===== config.mk =====
export PLATFORM = sky130hd
export DESIGN_NAME = dsr_self_refresh
export DESIGN_NICKNAME = d
export VERILOG_FILES = /design/src/dsr_pkg.sv /design/src/dsr_refresh_timer.sv /design/src/dsr_self_refresh.sv
export SDC_FILE = /design/constraint.sdc
export NUM_CORES = 1
export LEC_CHECK = 0
export BUFFER_PORTS_ARGS = -buffer_cell sky130_fd_sc_hd__buf_2
export CORE_UTILIZATION = 45
export CTS_BUF_LIST = sky130_fd_sc_hd__clkbuf_4
export CTS_CLUSTER_SIZE = 28
export DETAILED_ROUTE_END_ITERATION = 12
export PLACE_DENSITY = 0.64
export SLEW_MARGIN = 20
export SYNTH_ARGS = -nofsm -noshare
export SYNTH_HDL_FRONTEND = slang
export SYNTH_SLANG_ARGS = --single-unit

===== constraint.sdc =====
create_clock -name sys_clk_i -period 9.6 [get_ports sys_clk_i]
set_clock_uncertainty 0.2 [all_clocks]
set_input_delay 0.48 -clock sys_clk_i [delete_from_list [all_inputs] [get_ports sys_clk_i]]
set_output_delay 0.48 -clock sys_clk_i [all_outputs]
set_load 0.02 [all_outputs]

===== src/dsr_pkg.sv =====
// Notes on behaviour
// Self-refresh entry accepted in 1x, 2x or 4x mode, any refresh count.
// 2x modes: controller keeps REF2x count even, else adds extra refresh.
// 4x modes: controller keeps REF4x count multiple of four, else extra.
// Extra post-exit refreshes excluded from average interval accounting.
// Entry decoded when CS_n, RAS_n, CAS_n, CKE low and WE_n, ACT_n high.
// Controller enters only when idle, precharged and all timings met.
// CKE held low keeps self refresh; other inputs ignored meanwhile.
// Termination off in self refresh, back on after exit.
// DLL off on entry, on again with DLL reset on exit.
// Internal timer refreshes, first within tCKE; internal clock gated.
// Reference-generator bit: writes after tXS if kept on, else tXSDLL.
// Controller stays in self refresh at least tCKESR or tCKESR_PAR.
// Clock may stop after tCKSRE, must be stable tCKSRX before exit.
// Exit is CKE high with deselect; tXS before non-DLL commands.
// ZQ and restricted mode writes allowed after tXS_FAST.
// Reads and writes wait tXSDLL after exit.
// Deselect during tXS; CKE stays high through tXSDLL.
// ODT input held off through tXSDLL after exit.
// One extra refresh and tXS before re-entering self or power-down.
// CAL latency added to every tXS, tXS_FAST and tXSDLL delay.
// tXS equals 1x refresh cycle time plus 10 ns.
// Abort bit: stop ongoing refresh, no counter step, tXS_ABORT applies.
// 2x and 4x modes refresh at two and four times base rate.
// Timings are cycle counts; exit counters start at the exit edge.
package dsr_pkg;
   localparam int CLK_MHZ        = 125;
   localparam int TRFC1_NS       = 350;
   localparam int TRFC4_NS       = 160;
   localparam int TXS_EXTRA_NS   = 10;
   // Least times round up
   localparam int TXS_CYC        = ((TRFC1_NS + TXS_EXTRA_NS) * CLK_MHZ + 999) / 1000;
   localparam int TXS_FAST_CYC   = ((TRFC4_NS + TXS_EXTRA_NS) * CLK_MHZ + 999) / 1000;
   localparam int TXS_ABORT_CYC  = TXS_FAST_CYC;
   localparam int TXSDLL_CYC     = 768;
   localparam int TCKE_NS        = 5;
   localparam int TCKE_CYC       = (TCKE_NS * CLK_MHZ + 999) / 1000;
   localparam int TREFI_NS       = 7800;
   localparam int TREFI_CYC      = TREFI_NS * CLK_MHZ / 1000;
   localparam int TRFC_INT_CYC   = (TRFC1_NS * CLK_MHZ + 999) / 1000;
   localparam int TCAL_CYC       = 3;
   localparam int CNT_W          = 16;

   localparam logic [31:0] ADDR_CTRL   = 32'h0000_0000;
   localparam logic [31:0] ADDR_STATUS = 32'h0000_0004;
   localparam logic [31:0] ADDR_REFCNT = 32'h0000_0008;
   localparam logic [31:0] ADDR_TXS    = 32'h0000_000c;
   localparam logic [31:0] ADDR_TXSF   = 32'h0000_0010;
   localparam logic [31:0] ADDR_TXSDLL = 32'h0000_0014;
   localparam logic [31:0] ADDR_TXSAB  = 32'h0000_0018;
   localparam logic [31:0] ADDR_TCAL   = 32'h0000_001c;

   localparam int CTRL_VREF_ON_BIT = 0;
   localparam int CTRL_ABORT_BIT   = 1;
   localparam int CTRL_CAL_EN_BIT  = 2;
   localparam int CTRL_DLL_EN_BIT  = 3;
   localparam logic [31:0] CTRL_RST = 32'h0000_0008;

   typedef struct packed {
      logic cs_n;
      logic act_n;
      logic ras_n;
      logic cas_n;
      logic we_n;
      logic cke;
   } dsr_cmd_s;

   typedef struct packed {
      logic        psel;
      logic        penable;
      logic        pwrite;
      logic [31:0] paddr;
      logic [31:0] pwdata;
   } dsr_apb_req_s;

   typedef struct packed {
      logic        pready;
      logic        pslverr;
      logic [31:0] prdata;
   } dsr_apb_rsp_s;

   typedef enum logic [3:0] {
      ST_IDLE = 4'b0001,
      ST_SR   = 4'b0010,
      ST_EXIT = 4'b0100,
      ST_POST = 4'b1000
   } dsr_state_e;
endpackage


===== src/dsr_refresh_timer.sv =====
`timescale 1ns/1ps
// Internal refresh engine used while in self refresh
module dsr_refresh_timer
   import dsr_pkg::*;
#(
   parameter int INTERVAL = TREFI_CYC,
   parameter int FIRST    = TCKE_CYC,
   parameter int BUSY     = TRFC_INT_CYC
) (
   // Clock and reset
   input  wire logic             sys_clk_i,
   input  wire logic             rst_i,
   // Control
   input  wire logic             run_i,
   input  wire logic             abort_i,
   // Status
   output logic                  busy_o,
   output logic [CNT_W-1:0]      count_o
);
   initial begin
      if (INTERVAL <= FIRST + BUSY || FIRST < 1 || INTERVAL >= 2**CNT_W)
         $error("dsr_refresh_timer: bad timing parameters");
   end

   typedef struct packed {
      logic [CNT_W-1:0] tick;
      logic [CNT_W-1:0] busy_cnt;
      logic             busy;
      logic [CNT_W-1:0] count;
   } dsr_tmr_s;

   dsr_tmr_s st_r, st_nxt;

   always_comb begin
      st_nxt = st_r;
      if (!run_i) begin
         // Abort leaves the counter unstepped; otherwise finish the refresh
         st_nxt.tick = CNT_W'(INTERVAL - FIRST);
         if (st_r.busy && abort_i) begin
            st_nxt.busy = 1'b0;
         end else if (st_r.busy) begin
            st_nxt.busy_cnt = st_r.busy_cnt - 1'b1;
            if (st_r.busy_cnt == '0) begin
               st_nxt.busy  = 1'b0;
               st_nxt.count = st_r.count + 1'b1;
            end
         end
      end else begin
         st_nxt.tick = st_r.tick + 1'b1;
         if (st_r.tick >= CNT_W'(INTERVAL - 1)) begin
            st_nxt.tick     = '0;
            st_nxt.busy     = 1'b1;
            st_nxt.busy_cnt = CNT_W'(BUSY - 1);
         end else if (st_r.busy) begin
            st_nxt.busy_cnt = st_r.busy_cnt - 1'b1;
            if (st_r.busy_cnt == '0) begin
               st_nxt.busy  = 1'b0;
               st_nxt.count = st_r.count + 1'b1;
            end
         end
      end
   end

   always_ff @(posedge sys_clk_i) begin
      if (rst_i) begin
         st_r <= '0;
      end else begin
         st_r <= st_nxt;
      end
   end

   assign busy_o  = st_r.busy;
   assign count_o = st_r.count;
endmodule // dsr_refresh_timer


===== src/dsr_self_refresh.sv =====
// Chosen here: register access over APB and the register addresses.
`timescale 1ns/1ps
// Self-refresh control: entry decode, ODT/DLL handling, exit windows
module dsr_self_refresh
   import dsr_pkg::*;
#(
   parameter int EXIT_W = CNT_W
) (
   // Clock and reset
   input  wire logic             sys_clk_i,
   input  wire logic             rst_i,
   // Command pins (asynchronous to this clock)
   input  wire dsr_cmd_s         cmd_i,
   input  wire logic             odt_pin_i,
   // APB slave
   input  wire dsr_apb_req_s     apb_i,
   output dsr_apb_rsp_s          apb_o,
   // Device state
   output logic                  in_sr_o,
   output logic                  odt_en_o,
   output logic                  dll_en_o,
   output logic                  dll_rst_o,
   output logic                  int_clk_en_o,
   output logic                  vref_en_o,
   // Exit windows open
   output logic                  ok_non_dll_o,
   output logic                  ok_fast_o,
   output logic                  ok_dll_o,
   output logic                  ok_write_o
);
   initial begin
      if (EXIT_W < 10 || EXIT_W > 31)
         $error("dsr_self_refresh: EXIT_W out of range");
   end

   typedef struct packed {
      dsr_cmd_s         cmd_m;
      dsr_cmd_s         cmd_s;
      logic             odt_m;
      logic             odt_s;
      dsr_state_e       state;
      logic [31:0]      ctrl;
      logic [EXIT_W-1:0] t_xs;
      logic [EXIT_W-1:0] t_xsf;
      logic [EXIT_W-1:0] t_xsdll;
      logic [EXIT_W-1:0] t_xsab;
      logic [EXIT_W-1:0] t_cal;
      logic [EXIT_W-1:0] exit_cnt;
      logic              aborted;
      logic              odt_err;
      logic              dsel_err;
      logic [15:0]       sre_cnt;
      dsr_apb_rsp_s      rsp;
      logic              in_sr;
      logic              odt_en;
      logic              dll_en;
      logic              dll_rst;
      logic              clk_en;
      logic              vref_en;
      logic              ok_nd;
      logic              ok_f;
      logic              ok_d;
      logic              ok_w;
   } dsr_top_s;

   dsr_top_s          st_r, st_nxt;
   logic              tmr_busy;
   logic [CNT_W-1:0]  tmr_count;

   function automatic logic is_sre(input dsr_cmd_s c);
      is_sre = !c.cs_n && !c.ras_n && !c.cas_n && !c.cke && c.we_n && c.act_n;
   endfunction

   function automatic logic is_desel(input dsr_cmd_s c);
      is_desel = c.cs_n;
   endfunction

   dsr_refresh_timer u_timer (
      .sys_clk_i (sys_clk_i),
      .rst_i     (rst_i),
      .run_i     (st_r.state == ST_SR),
      .abort_i   (st_r.ctrl[CTRL_ABORT_BIT]),
      .busy_o    (tmr_busy),
      .count_o   (tmr_count)
   );

   logic [EXIT_W-1:0] cal_add;
   logic [EXIT_W-1:0] lim_nd;
   logic [EXIT_W-1:0] lim_f;
   logic [EXIT_W-1:0] lim_d;
   logic [EXIT_W-1:0] lim_w;
   logic [EXIT_W-1:0] lims [4];
   logic [3:0]        win_hit;
   logic              apb_acc;
   logic [31:0]       rdata;

   always_comb begin
      cal_add = st_r.ctrl[CTRL_CAL_EN_BIT] ? st_r.t_cal : '0;
      lim_nd  = (st_r.aborted ? st_r.t_xsab : st_r.t_xs) + cal_add;
      lim_f   = st_r.t_xsf + cal_add;
      lim_d   = st_r.t_xsdll + cal_add;
      // Generator kept on: writes still wait the full tXS after an abort
      lim_w   = st_r.ctrl[CTRL_VREF_ON_BIT] ? st_r.t_xs + cal_add : lim_d;
      lims    = '{lim_nd, lim_f, lim_d, lim_w};
   end

   // Window order: non-DLL, fast, DLL, write
   generate
      for (genvar g = 0; g < 4; g++) begin : g_win
         assign win_hit[g] = (st_r.exit_cnt + 1'b1) >= lims[g];
      end
   endgenerate

   assign apb_acc = apb_i.psel && apb_i.penable;

   always_comb begin
      case (apb_i.paddr)
         ADDR_CTRL:   rdata = st_r.ctrl;
         ADDR_STATUS: rdata = {24'h000000, st_r.dsel_err, st_r.odt_err, st_r.aborted,
                               tmr_busy, st_r.state};
         ADDR_REFCNT: rdata = {st_r.sre_cnt, tmr_count};
         ADDR_TXS:    rdata = 32'(st_r.t_xs);
         ADDR_TXSF:   rdata = 32'(st_r.t_xsf);
         ADDR_TXSDLL: rdata = 32'(st_r.t_xsdll);
         ADDR_TXSAB:  rdata = 32'(st_r.t_xsab);
         ADDR_TCAL:   rdata = 32'(st_r.t_cal);
         default:     rdata = 32'h0000_0000;
      endcase
   end

   always_comb begin
      st_nxt       = st_r;
      st_nxt.cmd_m = cmd_i;
      st_nxt.cmd_s = st_r.cmd_m;
      st_nxt.odt_m = odt_pin_i;
      st_nxt.odt_s = st_r.odt_m;
      st_nxt.dll_rst = 1'b0;

      // APB: answer in the access cycle, registered for one cycle
      st_nxt.rsp.pready  = apb_i.psel && !apb_i.penable;
      st_nxt.rsp.pslverr = 1'b0;
      if (apb_i.psel && !apb_i.penable) begin
         st_nxt.rsp.prdata = apb_i.pwrite ? 32'h0000_0000 : rdata;
         st_nxt.rsp.pslverr = (apb_i.paddr > ADDR_TCAL) || (apb_i.paddr[1:0] != 2'b00);
      end
      if (apb_acc && st_r.rsp.pready && apb_i.pwrite && !st_r.rsp.pslverr) begin
         case (apb_i.paddr)
            ADDR_CTRL:   st_nxt.ctrl    = {28'h0000000, apb_i.pwdata[3:0]};
            ADDR_STATUS: begin
               // Write one to clear; a new error in this cycle still wins
               if (apb_i.pwdata[6]) st_nxt.odt_err  = 1'b0;
               if (apb_i.pwdata[7]) st_nxt.dsel_err = 1'b0;
            end
            ADDR_TXS:    st_nxt.t_xs    = apb_i.pwdata[EXIT_W-1:0];
            ADDR_TXSF:   st_nxt.t_xsf   = apb_i.pwdata[EXIT_W-1:0];
            ADDR_TXSDLL: st_nxt.t_xsdll = apb_i.pwdata[EXIT_W-1:0];
            ADDR_TXSAB:  st_nxt.t_xsab  = apb_i.pwdata[EXIT_W-1:0];
            ADDR_TCAL:   st_nxt.t_cal   = apb_i.pwdata[EXIT_W-1:0];
            default:     st_nxt.ctrl    = st_r.ctrl;
         endcase
      end

      case (st_r.state)
         ST_IDLE: begin
            // Accepted in any refresh rate mode, no count tracking
            if (is_sre(st_r.cmd_s)) begin
               st_nxt.state   = ST_SR;
               st_nxt.sre_cnt = st_r.sre_cnt + 1'b1;
               st_nxt.odt_en  = 1'b0;
               st_nxt.dll_en  = 1'b0;
               st_nxt.clk_en  = 1'b0;
               st_nxt.vref_en = st_r.ctrl[CTRL_VREF_ON_BIT];
               st_nxt.ok_nd   = 1'b0;
               st_nxt.ok_f    = 1'b0;
               st_nxt.ok_d    = 1'b0;
               st_nxt.ok_w    = 1'b0;
               st_nxt.aborted = 1'b0;
            end
         end
         ST_SR: begin
            // CKE alone ends self refresh; CS_n is checked only on the exit cycle
            if (st_r.cmd_s.cke) begin
               if (!is_desel(st_r.cmd_s)) st_nxt.dsel_err = 1'b1;
               st_nxt.state    = ST_EXIT;
               st_nxt.exit_cnt = '0;
               st_nxt.aborted  = tmr_busy && st_r.ctrl[CTRL_ABORT_BIT];
               st_nxt.odt_en   = 1'b1;
               st_nxt.dll_en   = st_r.ctrl[CTRL_DLL_EN_BIT];
               st_nxt.dll_rst  = st_r.ctrl[CTRL_DLL_EN_BIT];
               st_nxt.clk_en   = 1'b1;
               st_nxt.vref_en  = 1'b1;
            end
         end
         ST_EXIT: begin
            if (st_r.exit_cnt != {EXIT_W{1'b1}})
               st_nxt.exit_cnt = st_r.exit_cnt + 1'b1;
            if (win_hit[0]) begin
               st_nxt.ok_nd = 1'b1;
            end
            if (win_hit[1]) begin
               st_nxt.ok_f = 1'b1;
            end
            if (win_hit[2]) begin
               st_nxt.ok_d = 1'b1;
            end
            if (win_hit[3]) begin
               st_nxt.ok_w = 1'b1;
            end
            if (!st_r.ok_nd && !is_desel(st_r.cmd_s)) begin
               st_nxt.dsel_err = 1'b1;
            end
            if (st_r.odt_s) begin
               st_nxt.odt_err = 1'b1;
            end
            if (!st_r.cmd_s.cke) begin
               st_nxt.state = ST_IDLE;
            end else if (st_r.ok_d && st_r.ok_nd) begin
               st_nxt.state = ST_POST;
            end
         end
         ST_POST: begin
            st_nxt.state = ST_IDLE;
         end
         default: begin
            st_nxt.state = ST_IDLE;
         end
      endcase
      st_nxt.in_sr = (st_nxt.state == ST_SR);
   end

   always_ff @(posedge sys_clk_i) begin
      if (rst_i) begin
         st_r         <= '0;
         st_r.state   <= ST_IDLE;
         st_r.ctrl    <= CTRL_RST;
         st_r.t_xs    <= EXIT_W'(TXS_CYC);
         st_r.t_xsf   <= EXIT_W'(TXS_FAST_CYC);
         st_r.t_xsdll <= EXIT_W'(TXSDLL_CYC);
         st_r.t_xsab  <= EXIT_W'(TXS_ABORT_CYC);
         st_r.t_cal   <= EXIT_W'(TCAL_CYC);
         st_r.cmd_m   <= 6'h3f;
         st_r.cmd_s   <= 6'h3f;
         st_r.odt_en  <= 1'b1;
         st_r.dll_en  <= 1'b1;
         st_r.clk_en  <= 1'b1;
         st_r.vref_en <= 1'b1;
         st_r.ok_nd   <= 1'b1;
         st_r.ok_f    <= 1'b1;
         st_r.ok_d    <= 1'b1;
         st_r.ok_w    <= 1'b1;
      end else begin
         st_r <= st_nxt;
      end
   end

   assign in_sr_o      = st_r.in_sr;
   assign apb_o        = st_r.rsp;
   assign odt_en_o     = st_r.odt_en;
   assign dll_en_o     = st_r.dll_en;
   assign dll_rst_o    = st_r.dll_rst;
   assign int_clk_en_o = st_r.clk_en;
   assign vref_en_o    = st_r.vref_en;
   assign ok_non_dll_o = st_r.ok_nd;
   assign ok_fast_o    = st_r.ok_f;
   assign ok_dll_o     = st_r.ok_d;
   assign ok_write_o   = st_r.ok_w;
endmodule // dsr_self_refresh


* Word-level counts from Yosys, hierarchy flattened
Cells that the tools add are included.
** Word-level totals
- Register bits :: 230
- Bits of input ports :: 76
- Word-level logic and storage cells :: 171
** Operators by class
- Add/subtract/negate cells :: 9
- $lt $le $gt $ge :: 6
- Eq/ne operators :: 21
- Muxes and demuxes :: 44
- Bitwise operators :: 3
- Reductions and logical operators :: 44
** Operator list (count)
- one-hot mux 32 bit (8 select lines) :: 1
- == test 32 x 5 -> 1 bit, second input constant :: 4
- two-way mux 16 bit :: 7
- adder 16 x 1 -> 16 bit, second input constant :: 4
- adder 16 bit :: 4
- == test 32 x 4 -> 1 bit, second input constant :: 2
- >= comparator 16 bit :: 4
- two-way mux 17 bit :: 3
- two-way mux 43 bit :: 1
- two-way mux 33 bit :: 1
- == test 32 x 3 -> 1 bit, second input constant :: 1
- > comparator 32 x 5 -> 1 bit, second input constant :: 1
- logical NOT 32 bit :: 1
- two-way mux 32 bit :: 1
- one-hot mux 16 bit (2 select lines) :: 1
- AND reduction 3 bit :: 6
- >= comparator 16 x 10 -> 1 bit, second input constant :: 1
- logical NOT 16 bit :: 1
- two-way mux 4 bit :: 4
- != test 16 bit, second input constant :: 1
- != test 2 bit, second input constant :: 8
- AND reduction 2 bit :: 8
- subtractor 16 x 1 -> 16 bit, second input constant :: 1
- logical AND 1 bit :: 13
- other kinds (19) :: 48

* Longest topological paths before layout
- Depth after elaboration :: 9
- Depth in mapped cells :: 25
- Depth with buffers taken out :: 20

* Hierarchy
Synthesis repeated with hierarchy kept, for this count alone.
** Unflattened totals
- Cells, all modules :: 1843
- Area, all modules :: 14741.6 um^2
** Modules (own cells, without submodules)
- dsr_self_refresh :: times used 1, cells each 1581, area an instance 12416.9 um^2
- dsr_refresh_timer :: times used 1, cells each 262, area an instance 2324.7 um^2

* Worst setup path before layout
No wires, ideal clock.
- Kind :: register to register
- From :: reg st_r[161] in the netlist's numbering
- To :: reg st_r (netlist bit ok_write_o)
- Arrival time :: 4.417 ns
- Data required time :: 9.274 ns
- Path slack :: 4.857 ns
- Cell stages (with the launch flop) :: 23
- Clock period less this slack :: 4.743 ns
- Cells stage by stage :: dfxtp_1 > buf_4 > buf_6 > buf_4 > buf_2 > clkbuf_1 > and2_1 > ha_1 > ha_1 > a31oi_4 > nor2_1 > maj3_1 > a211o_1 > a32oi_1 > nand3_2 > a21oi_1 > xor2_1 > mux2_2 > ha_1 > a2111oi_0 > o21ai_0 > a31oi_1 > o21ai_0
** On the way
- Cells in the longest elaborated chain, start to end :: 6
** RTL lines
- start, declared :: RTL line dsr_self_refresh.sv:66 : dsr_top_s st_r, st_nxt;
- start signal, assigned :: RTL line dsr_self_refresh.sv:252 : st_r <= st_nxt;
- two-way mux 16 bit * :: RTL line dsr_self_refresh.sv:98 : cal_add = st_r.ctrl[CTRL_CAL_EN_BIT] ? st_r.t_cal : '0;
- adder 16 bit (on tied branches) :: RTL line dsr_self_refresh.sv:101, dsr_self_refresh.sv:103
- two-way mux 16 bit * :: RTL line dsr_self_refresh.sv:103 : lim_w = st_r.ctrl[CTRL_VREF_ON_BIT] ? st_r.t_xs + cal_add : lim_d;
- >= comparator 16 bit * :: RTL line dsr_self_refresh.sv:110 : assign win_hit[g] = (st_r.exit_cnt + 1'b1) >= lims[g];
- != test 2 bit (no source line) *
- AND reduction 3 bit (no source line) *
Every way passes the cells marked *; elsewhere a longest branch is shown, timed or not.
A chain may end at the register's enable or synchronous reset.

* Worst setup path in the final report
- From :: reg st_r[80] in the netlist's numbering
- To :: reg st_r (netlist bit ok_write_o)
Same word-level chain as after synthesis.

==> results.json <==
{
  "status": "completed",
  "setup_viol": 0,
  "fin_nets": 2075,
  "cp.required_ns": 10.01,
  "cp_data_arrival_time_ns": 5.49,
  "cts_resized": 0,
  "syn_inst": 1827,
  "hold_violations": 0,
  "ys_seq_elements": 229,
  "slew_headroom": 0.371,
  "cp-end-kind": "flip-flop",
  "final_cell_area_um2": 16100,
  "synth_async_sr_flop_share": 0,
  "clockBufferDepth": 3,
  "synth_edf_count": 0,
  "post-cts-setup-buffers": 0,
  "synth_area_leaders": "dfxtp_1 (31%), ha_1 (9.8%), nand2_1 (6.7%)",
  "fmax_ghz": 0.197,
  "wirelength_um": 42300,
  "clock-root-buffer": "clkbuf_4",
  "rsz0062_at_grt": "false",
  "drtIter0Drc": 1184,
  "post-route-period-util": 0.529,
  "firstDrtPassIters": 5,
  "final-max-slew-violation-count": 0,
  "grt_overflow_total": 0,
  "final_cells": 2362,
  "min_period_ns": 5.08,
  "crit_path_max_fanout": 17,
  "coreArea_um2": 31900,
  "clkSlewWorstSetupHoldPaths_ns": 0.07,
  "numCtsBuffers": 61,
  "die_area_um2": 33400,
  "die_w_um": 183,
  "area_growth_pct": 9.37,
  "clock_latency_ns": 0.75,
  "fin_tns_setup_ns": 0,
  "synth_area_um2": 14700,
  "port_buffers": 103,
  "placed_area_um2": 15100,
  "vias": 13600,
  "gp_congestion": 0.903,
  "num_rows": 65,
  "grt_pass1_vias": 12600,
  "track_usage": 0.249,
  "ys.flop_type": "dfxtp_1",
  "dpl.hpwl_um": 30400,
  "cap_viol_max_count": 0,
  "p_leak_nw": 6.51,
  "start_util": 0.461,
  "synth_seq_area_share": 0.312,
  "p_per_area_nw_per_um2": 116,
  "synth_most_common_cell": "nand2_1",
  "place_inst": 2233,
  "ys_warn_count": 0,
  "ant_nets": 0,
  "grt_start_max_net_pins": 113,
  "drc_errors": 0,
  "tightest_slew_ns": 0.943,
  "max-vdd-ir-drop_v": 0.000104,
  "die_h_um": 183,
  "drive_above_1_share": 0.142,
  "critical_path_class": "reg -> reg",
  "finalPower_w": 0.00187,
  "antenna_found_initial": 1,
  "wire_per_inst_um": 17.9,
  "cts_tree": "yes",
  "yosysTopAreaCell": "dfxtp_1",
  "viasPerCell": 5.75,
  "grt_pass1_wl_um": 66300,
  "io_pins": 120,
  "clock-sinks": 229,
  "startpoint_type": "flip-flop",
  "htree_levels": 2,
  "synth_commonest_cells": "nand2_1 (261), dfxtp_1 (229), a21oi_1 (179), nor2_1 (170), ha_1 (115)",
  "avgSynthCellArea_um2": 8.05,
  "synth_cell_types": 96,
  "synth_top_area_frac": 0.312,
  "hold_class": "in -> reg"
}
cell type report:
| class | instances | area, µm² |
|---|---|---|
| Fill cell | 3147 | 15800 |
| Inverter | 32 | 120 |
| Multi-Input combinational cell | 1428 | 9270 |
| Sequential cell | 229 | 4580 |
| Antenna cell | 2 | 5.00 |
| Tap cell | 435 | 544 |
| Timing Repair Buffer | 132 | 797 |
| Clock inverter | 17 | 105 |
| Clock buffer | 87 | 653 |
power breakdown:
group	switching [W]	leakage (nW)	internal, W
Sequential	0.00000377	1.85	0.000956
Combinational	0.0000338	4.20	0.0000223
Clock	0.000411	0.451	0.000442
Total	0.000449	6.51	0.00142
flip-flops by register name, indices dropped and copies added (netlist names), 7 cells and up:
| name | cells |
|---|---|
| u_timer.count_o | 16 |
| st_r | 130 |
| apb_o | 34 |
| u_timer.st_r | 32 |
| st_nxt | 7 |
routing by layer:
metal,GRT usage,wire length [µm],part of all wire,vias to the layer above
met5,0,0,0,-
met4,0.0945,1320,0.031,0
met3,0.0353,3060,0.072,88
met2,0.393,18700,0.44,553
met1,0.344,19200,0.45,6335
li1,-,-,-,6594
metrics by stage:
step	hold slack, ns	setup slack (ns)	utilization
6_report	0.0467	4.52	0.504
5_1_grt	0.0877	4.15	0.504
4_1_cts	0.0239	4.62	0.504
3_5_place_dp	0.199	4.62	0.473
3_3_place_gp	0.192	4.71	0.473
2_1_floorplan	0.189	4.86	-
kinds of logic (layout without fill, tap and decap cells):
kind of cell | count (synthesis) | after routing | synth area share
AO/OA/AOI/OAI | 461 | 461 | 0.206
XOR/XNOR | 125 | 125 | 0.0745
adder cells (fa/ha/maj) | 120 | 120 | 0.101
buffers and inverters | 175 | 268 | 0.0592
flip-flops | 229 | 229 | 0.312
multiplexers | 36 | 36 | 0.0265
other | 1 | 8 | 0.000255
AND/OR/NAND/NOR | 680 | 680 | 0.220
critical path: stages, from the launching register on:
cell	delay (ns)
dfxtp_1	0.77
nand2_2	0.26
xnor2_1	0.20
ha_1	0.24
a31oi_4	0.20
nor2_1	0.07
maj3_1	0.35
a211o_1	0.37
o221ai_1	0.22
nand3_2	0.20
xor2_1	0.19
a21oi_1	0.15
ha_1	0.25
a21o_1	0.16
a21oi_1	0.17
o31a_1	0.18
o21ai_0	0.11
a21oi_1	0.22
o21ai_0	0.13
a31oi_1	0.24
o21ai_0	0.10
placed cells by master, fill, tap and decap left out, types with 53 or more instances in the layout:
cell type / instances
a21oi_1: 179
nand2_1: 261
ha_1: 115
a22oi_1: 61
xor2_1: 53
xnor2_1: 72
buf_2: 102
nor2_1: 170
dfxtp_1: 229
clkbuf_4: 87
what timing repair did:
action | in CTS | in global routing
hold endpoints to repair | 93 | 0
setup endpoints to repair | 0 | 0
hold buffers | 23 | 0
final timing paths:
check	startpoint	to	slack, ns	depth (start not counted)
worst max register to register	st_r[80]	ok_write_o	4.52	20
worst min-delay path	apb_i[41]	apb_o[32]	0.05	5
worst min register to register	st_nxt[202]	st_r[202]	0.19	1
worst max-delay path	st_r[80]	ok_write_o	4.52	20
(Power assumes the default switching activity.)
